## config.mk

```make
export PLATFORM = sky130hd
export DESIGN_NAME = serial_in_parallel_out_latch
export DESIGN_NICKNAME = d
export VERILOG_FILES = /design/src/sipo_latch_pkg.sv /design/src/serial_in_parallel_out_latch.sv
export SDC_FILE = /design/constraint.sdc
export NUM_CORES = 1
export LEC_CHECK = 0
export BUFFER_PORTS_ARGS = -buffer_cell sky130_fd_sc_hd__buf_2
export CORE_MARGIN = 5
export CORE_UTILIZATION = 45
export CTS_BUF_LIST = sky130_fd_sc_hd__clkbuf_8
export DETAILED_ROUTE_END_ITERATION = 10
export SYNTH_ARGS = -nofsm -noshare
export SYNTH_HDL_FRONTEND = slang
export SYNTH_SLANG_ARGS = --single-unit
```

## constraint.sdc

```tcl
create_clock -name ref_clk -period 4.66 [get_ports ref_clk]
set_clock_uncertainty 0.05 [all_clocks]
set_input_delay 0.233 -clock ref_clk [delete_from_list [all_inputs] [get_ports ref_clk]]
set_output_delay 0.233 -clock ref_clk [all_outputs]
set_load 0.005 [all_outputs]
```

## src/sipo_latch_pkg.sv

```systemverilog
// Functional notes
// - Shift register, storage register, eight outputs
// - Shift edge advances stages, input to zero
// - Storage edge copies stages to storage
// - Clear low empties shift stages
// - Clear leaves storage register untouched
// - Storage edge during clear loads zeros
// - Enable low drives storage onto outputs
// - Enable high floats all parallel outputs
// - Enable never alters register contents
// - Stage seven moves to cascade output
// - Storage edge alone keeps cascade output
// - Simultaneous edges store pre-shift contents
// - Cascade output feeds next serial input
package sipo_latch_pkg;
  localparam int WIDTH      = 8;
  localparam int FIFO_DEPTH = 8;
  localparam int STAGE_SIX  = 6;
  localparam logic [WIDTH-1:0] SHIFT_RESET   = 8'h00;
  localparam logic [WIDTH-1:0] STORAGE_INIT  = 8'h00;
  localparam logic [2:0]       SYNC_RESET    = 3'h0;

  typedef struct packed {
    logic serial_in;
    logic shift_clock;
    logic storage_clock;
    logic shift_clear_n;
    logic output_enable_n;
  } pins_t;
endpackage

```

## src/serial_in_parallel_out_latch.sv

```systemverilog
`timescale 1ns/1ps
`default_nettype none
module sipo_fifo #(
  parameter int WIDTH = 8,
  parameter int DEPTH = 8
) (
  // Clock and reset
  input  wire logic             clk,
  input  wire logic             rst,
  // Fill side
  input  wire logic             in_valid,
  output logic                  in_ready,
  input  wire logic [WIDTH-1:0] in_data,
  // Drain side
  output logic                  out_valid,
  input  wire logic             out_ready,
  output logic      [WIDTH-1:0] out_data
);
  localparam int AW = $clog2(DEPTH);
  typedef struct packed {
    logic [AW-1:0] wr;
    logic [AW-1:0] rd;
    logic [AW:0]   count;
  } fifo_state_t;
  logic [WIDTH-1:0] mem [DEPTH];
  fifo_state_t      st_reg;
  fifo_state_t      st_next;
  logic             push;
  logic             pop;
  assign in_ready  = (st_reg.count != (AW+1)'(DEPTH));
  assign out_valid = (st_reg.count != '0);
  assign out_data  = mem[st_reg.rd];
  assign push      = in_valid && in_ready;
  assign pop       = out_valid && out_ready;
  always_comb begin
    st_next = st_reg;
    if (push) st_next.wr = st_reg.wr + 1'b1;
    if (pop) st_next.rd = st_reg.rd + 1'b1;
    st_next.count = st_reg.count + (AW+1)'(push) - (AW+1)'(pop);
  end
  always_ff @(posedge clk) begin
    if (rst) st_reg <= '0;
    else st_reg <= st_next;
    if (push) mem[st_reg.wr] <= in_data;
  end
endmodule

module serial_in_parallel_out_latch
  import sipo_latch_pkg::*;
(
  // Clock and reset
  input  wire logic             ref_clk,
  input  wire logic             srst,
  // Controller pins
  input  wire logic             serial_in,
  input  wire logic             shift_clock,
  input  wire logic             storage_clock,
  input  wire logic             shift_clear_n,
  input  wire logic             output_enable_n,
  // Parallel outputs, three-state as value plus enable
  output logic      [WIDTH-1:0] parallel_out,
  output logic      [WIDTH-1:0] parallel_out_oe,
  // Cascade
  output logic                  serial_cascade_out
);
  typedef struct packed {
    pins_t             sync1;
    pins_t             sync2;
    logic              shift_clock_d;
    logic              storage_clock_d;
    logic [WIDTH-1:0]  shift_stage_bits;
    logic [WIDTH-1:0]  storage;
    logic [WIDTH-1:0]  out_val;
    logic [WIDTH-1:0]  out_oe;
    logic              cascade;
  } state_t;

  state_t           s_reg;
  state_t           s_next;
  pins_t            pins_raw;
  logic             shift_edge;
  logic             store_edge;
  logic             fifo_out_valid;
  logic [WIDTH-1:0] fifo_out_data;
  logic             snap_valid;

  assign pins_raw = '{serial_in, shift_clock, storage_clock, shift_clear_n, output_enable_n};
  assign shift_edge = s_reg.sync2.shift_clock && !s_reg.shift_clock_d;
  assign store_edge = s_reg.sync2.storage_clock && !s_reg.storage_clock_d;
  // Snapshot taken before the shift in the same cycle
  assign snap_valid = store_edge;

  // Snapshots queue in a FIFO whose drain is always ready; a full queue would drop a storage edge
  sipo_fifo #(
    .WIDTH (WIDTH),
    .DEPTH (FIFO_DEPTH)
  ) u_fifo (
    .clk       (ref_clk),
    .rst       (srst),
    .in_valid  (snap_valid),
    .in_ready  (),
    .in_data   (s_reg.shift_stage_bits),
    .out_valid (fifo_out_valid),
    .out_ready (1'b1),
    .out_data  (fifo_out_data)
  );

  always_comb begin
    s_next = s_reg;
    s_next.sync1 = pins_raw;
    s_next.sync2 = s_reg.sync1;
    s_next.shift_clock_d = s_reg.sync2.shift_clock;
    s_next.storage_clock_d = s_reg.sync2.storage_clock;
    if (!s_reg.sync2.shift_clear_n) begin
      s_next.shift_stage_bits = SHIFT_RESET;
    end else if (shift_edge) begin
      s_next.shift_stage_bits = {s_reg.shift_stage_bits[WIDTH-2:0], s_reg.sync2.serial_in};
    end
    // Storage loads only from the queue, clear never touches it
    if (fifo_out_valid) begin
      s_next.storage = fifo_out_data;
    end
    // Cascade follows the top stage only, storage edge irrelevant
    s_next.cascade = s_next.shift_stage_bits[WIDTH-1];
    // Enable gates only the drivers, never the registers
    s_next.out_val = s_next.storage;
    s_next.out_oe = s_reg.sync2.output_enable_n ? '0 : '1;
  end

  always_ff @(posedge ref_clk) begin
    if (srst) begin
      s_reg <= '0;
      s_reg.sync1.shift_clear_n <= 1'b1;
      s_reg.sync2.shift_clear_n <= 1'b1;
      s_reg.sync1.output_enable_n <= 1'b1;
      s_reg.sync2.output_enable_n <= 1'b1;
      s_reg.storage <= STORAGE_INIT;
      s_reg.out_val <= STORAGE_INIT;
    end else begin
      s_reg <= s_next;
    end
  end

  assign parallel_out       = s_reg.out_val;
  assign parallel_out_oe    = s_reg.out_oe;
  assign serial_cascade_out = s_reg.cascade;
endmodule
`default_nettype wire

```

# After elaboration in Yosys (flattened, before gate mapping)
# Memories as Yosys holds them, arrays and structs flattened. A register that Yosys moved wholly into a read port is not among the register bits.
# Cells that the tools add are included.
# totals
register_bits	38
mem_bits_rw	64
in_bits	7
wordCells	35
n_memories	1
# op_classes
add_sub_neg	4
n_eq_ne	1
muxes	3
bitwise_logic	1
reduce_logical	7
# memory_table
name	depth	word_bits	read_ports	rd_ports_with_merged_regs	write_ports	line	source
u_fifo.mem	8	8	1	1	1	serial_in_parallel_out_latch.sv:25	logic [WIDTH-1:0] mem [DEPTH];
# ops
cell	count
$mux W8	1
$add A3 B1 Y3 const B	2
$add A4 B1 Y4	1
$ne A4 B4 Y1 const B	1
$reduce_bool A4 Y1	1
$sub A4 B1 Y4	1
$logic_and A1 B1 Y1	3
$logic_not A1 Y1	2
$mux W1	2
$reduce_or A2 Y1	1
$not A1 Y1	1

# Logic depth before layout (Yosys ltp)
# depth
ltp_word	5
depth_mapped	13

# Modules after synthesis
# From an unflattened synthesis, not the netlist that was laid out.
# hier_totals
hier_cells	282
hier_area_um2	4275.4
# modules_own_cells
mod	n_inst	cells_each	area_per_inst_um2	seq_area_each_um2
sipo_fifo	1	173	3189.3	2182.1
serial_in_parallel_out_latch	1	109	1086.0	580.6

# Least setup slack after synthesis
# No wires, ideal clock.
# synth_path
kind	reg-to-reg
from	register u_fifo.st_reg[2] in the netlist's numbering
to	register u_fifo.st_reg[2] in the netlist's numbering
setup_time_ns	0.128
arrival_time_ns	2.137
setup_slack_ns	2.346
path_stages_with_launch	14
path_buffers	2
period_less_slack_ns	2.314
path_cell_list	dfxtp_1 > inv_1 > ha_1 > and3_1 > buf_2 > inv_1 > buf_2 > ha_1 > inv_1 > ha_1 > inv_1 > fa_1 > xor2_1 > nor2_1
# synth_between
elab_chain_cells	4
# synth_lines
item	line	source
start, declared	serial_in_parallel_out_latch.sv:26	fifo_state_t st_reg;
start signal, assigned	serial_in_parallel_out_latch.sv:43	else st_reg <= st_next;
$ne A4 B4 Y1	serial_in_parallel_out_latch.sv:30	assign in_ready = (st_reg.count != (AW+1)'(DEPTH));
$logic_and A1 B1 Y1	serial_in_parallel_out_latch.sv:33	assign push = in_valid && in_ready;
$add A4 B1 Y4	serial_in_parallel_out_latch.sv:39	st_next.count = st_reg.count + (AW+1)'(push) - (AW+1)'(pop);
$sub A4 B1 Y4 *	serial_in_parallel_out_latch.sv:39	
# Every way passes the cells marked *; elsewhere a longest branch is shown, timed or not.
# A chain may end at the register's enable or synchronous reset.

# Final worst setup path
# Ends and elaborated chain as after synthesis.

==> flow_summary.yaml <==
clock_network:
  cts_tree: "built"
  numClockSinks: 103
  cts_root_buf: "clkbuf_8"
  clock_latency_ns: 0.36
  postCtsSetupRepairBufs: 0
  cts_made_buffers: 9
  clock_path_buffers: 2
  cts_htree_levels: 3
  path_clk_slew_ns: 0.10
logic_synthesis:
  synth.net_count: 306
  yosys_warnings: 0
  yosysTopAreaCell: "edfxtp_1"
  seq_area_frac_synth_pct: 67.0
  ys_types: 30
  synth_top_area_share_pct: 47.6
  syn_area_per_cell_um2: 13.9
  yosys_register_bits: 103
  syn_area_mm2: 0.00404
  synth_cells: 290
  yosys-top-cells-area: "edfxtp_1 (48%), dfxtp_1 (19%), mux2i_1 (4.0%)"
global_route:
  antenna_found_initial: 0
  grt_pass1_vias: 2025
  grt_overflow: 0
  grt_pass1_wl_um: 10800
  grt_start_max_net_pins: 33
  track_usage_pct: 12.7
floorplan:
  dieHeight_um: 105
  io_pins: 24
  design.die.area_mm2: 0.0110
  row_count: 34
  fp.coreArea_mm2: 0.00872
  die_w_um: 105
  start_util_pct: 46.3
power:
  p_leak_nw: 1.50
  power_mw: 2.08
  vdd_drop_max_v: 0.000156
  power.density_mw_per_mm2: 480
timing:
  hold_viol_final: 0
  max_freq_mhz: 389
  finalSetupViolations: 0
  slew_viol_final: 0
  max_slew_margin_pct: 32.0
  fin_crit_sh_pct: 55.1
  tns_ns: 0
  rsz0062_at_grt: "no"
  tightest_slew_ns: 1.02
  layout_min_cycle_time_ns: 2.57
drt:
  drt_iter0_markers: 56
  drt-total-wl_um: 6540
  route.detailed.drc: 0
  routedWlPerCell_um: 15.8
  via_per_inst: 5.00
  vias: 2068
  first_pass_iters: 4
  route.antenna.remaining_nets: 0
final_layout:
  final_common_cell: "edfxtp_1"
  layout-drive-gt1-share_pct: 17.0
  nFillCells: 739
  largest_register_ffs: 64
  final_util_pct: 49.8
  syn2layout_area_growth_pct: 7.69
  nets: 317
  layoutNonFillerInstCount: 414
  final_cell_mix: "edfxtp_1 (64), dfxtp_1 (39), nand2_1 (24), buf_2 (23), nor2_1 (19)"
  n_antenna_cell: 0
placement:
  place.gp.congestion: 0.688
  hpwlAfterDp_um: 4380
  portBuffers: 23
  dp_cells: 396
critical_path:
  crit_path_max_fanout: 12
  critical_path_required_ns: 4.85
  critPathCaptureType: "flop"
  crit_arrival_ns: 2.76
  start_kind: "flop"
  reg2regPathDepth: 11
  crit_type: "reg -> reg"
status:
  status: "complete, no violations"
hold_path:
  hold_path_depth: 2
  hold_path.class: "in -> reg"
job:
  maxCapViolCount: 0
per-stage QoR:
stage	hold WS (ns)	instance area (um^2)	setup slack [ns]
finish	0.0283	4350	2.09
global route	0.00497	4350	1.86
CTS	0.00785	4350	2.05
detailed placement	0.346	4120	2.07
global placement	0.342	4120	2.17
floorplan	0.255	4040	2.35
final cells by class:
type,count,area (um^2),share of cell area [%]
Timing Repair Buffer,31,180,4.15
Clock inverter,6,70.1,1.61
Sequential cell,103,2700,62.2
Inverter,9,33.8,0.777
Multi-Input combinational cell,147,1090,25.0
Tap cell,108,135,3.11
Clock buffer,10,138,3.17
worst max-delay path, stage by stage, from the launching register on:
cell,delay [ns]
dfxtp_1,0.31
inv_1,0.09
ha_1,0.16
and3_1,0.37
inv_1,0.28
ha_1,0.34
inv_1,0.06
ha_1,0.16
inv_1,0.06
fa_1,0.37
xor2_1,0.16
nor2_1,0.05
metal layers:
| layer | up-vias | GRT usage, % | wire [um] |
|---|---|---|---|
| met5 | - | 0 | 0 |
| met4 | 0 | 4.38 | 42 |
| li1 | 1040 | - | - |
| met2 | 37 | 19.6 | 3120 |
| met3 | 4 | 4.56 | 290 |
| met1 | 987 | 16.7 | 3080 |
final timing paths:
| check | to | from | slack [ns] |
|---|---|---|---|
| setup reg to reg | u_fifo.st_reg[2] | u_fifo.st_reg[2] | 2.09 |
| setup / recovery | u_fifo.st_reg[2] | u_fifo.st_reg[2] | 2.09 |
| hold / removal | s_next[39] | serial_in | 0.03 |
| hold reg to reg | parallel_out_oe[6] | s_reg[35] | 0.36 |
synthesized netlist by cell type:
cell	n
a211oi_1	8
a21o_1	1
a21oi_1	11
and3_1	1
buf_1	2
buf_12	1
buf_2	4
buf_4	16
buf_6	2
clkbuf_1	6
dfxtp_1	39
edfxtp_1	64
fa_1	1
ha_1	8
inv_1	9
mux2i_1	16
mux4_1	6
mux4_2	2
nand2_1	24
nand2b_1	5
nand3_1	1
nor2_1	19
nor2b_1	11
nor3_1	12
nor4_1	1
o22ai_1	8
or2_2	5
or3b_2	1
xnor2_1	3
xor2_1	3
cells by family (layout without fill, tap and decap cells):
family	count (synthesis)	in the layout	share of synthesized area [%]
DFF	103	103	67.0
and+or+nand+nor	80	80	9.39
buffers and inverters	40	56	6.11
AOI/OAI and AO/OA	28	28	4.28
muxes	24	24	8.99
adders and majority gates	9	9	2.98
xor gates and xnor gates	6	6	1.30
repair_timing:
| action | in CTS | in global routing |
|---|---|---|
| gates resized for setup | 0 | 0 |
| hold buffers | 2 | 0 |
| setup endpoints to repair | 0 | 0 |
| hold endpoints to repair | 2 | 0 |
report_power, final:
group / switching (mW) / internal [mW] / total (mW) / leakage, nW
Combinational: 0.212 / 0.207 / 0.419 / 0.534
Clock: 0.302 / 0.268 / 0.570 / 0.106
Sequential: 0.0736 / 1.02 / 1.10 / 0.862
Total: 0.588 / 1.50 / 2.08 / 1.50
Note: power is estimated with default switching activity, not from simulation.
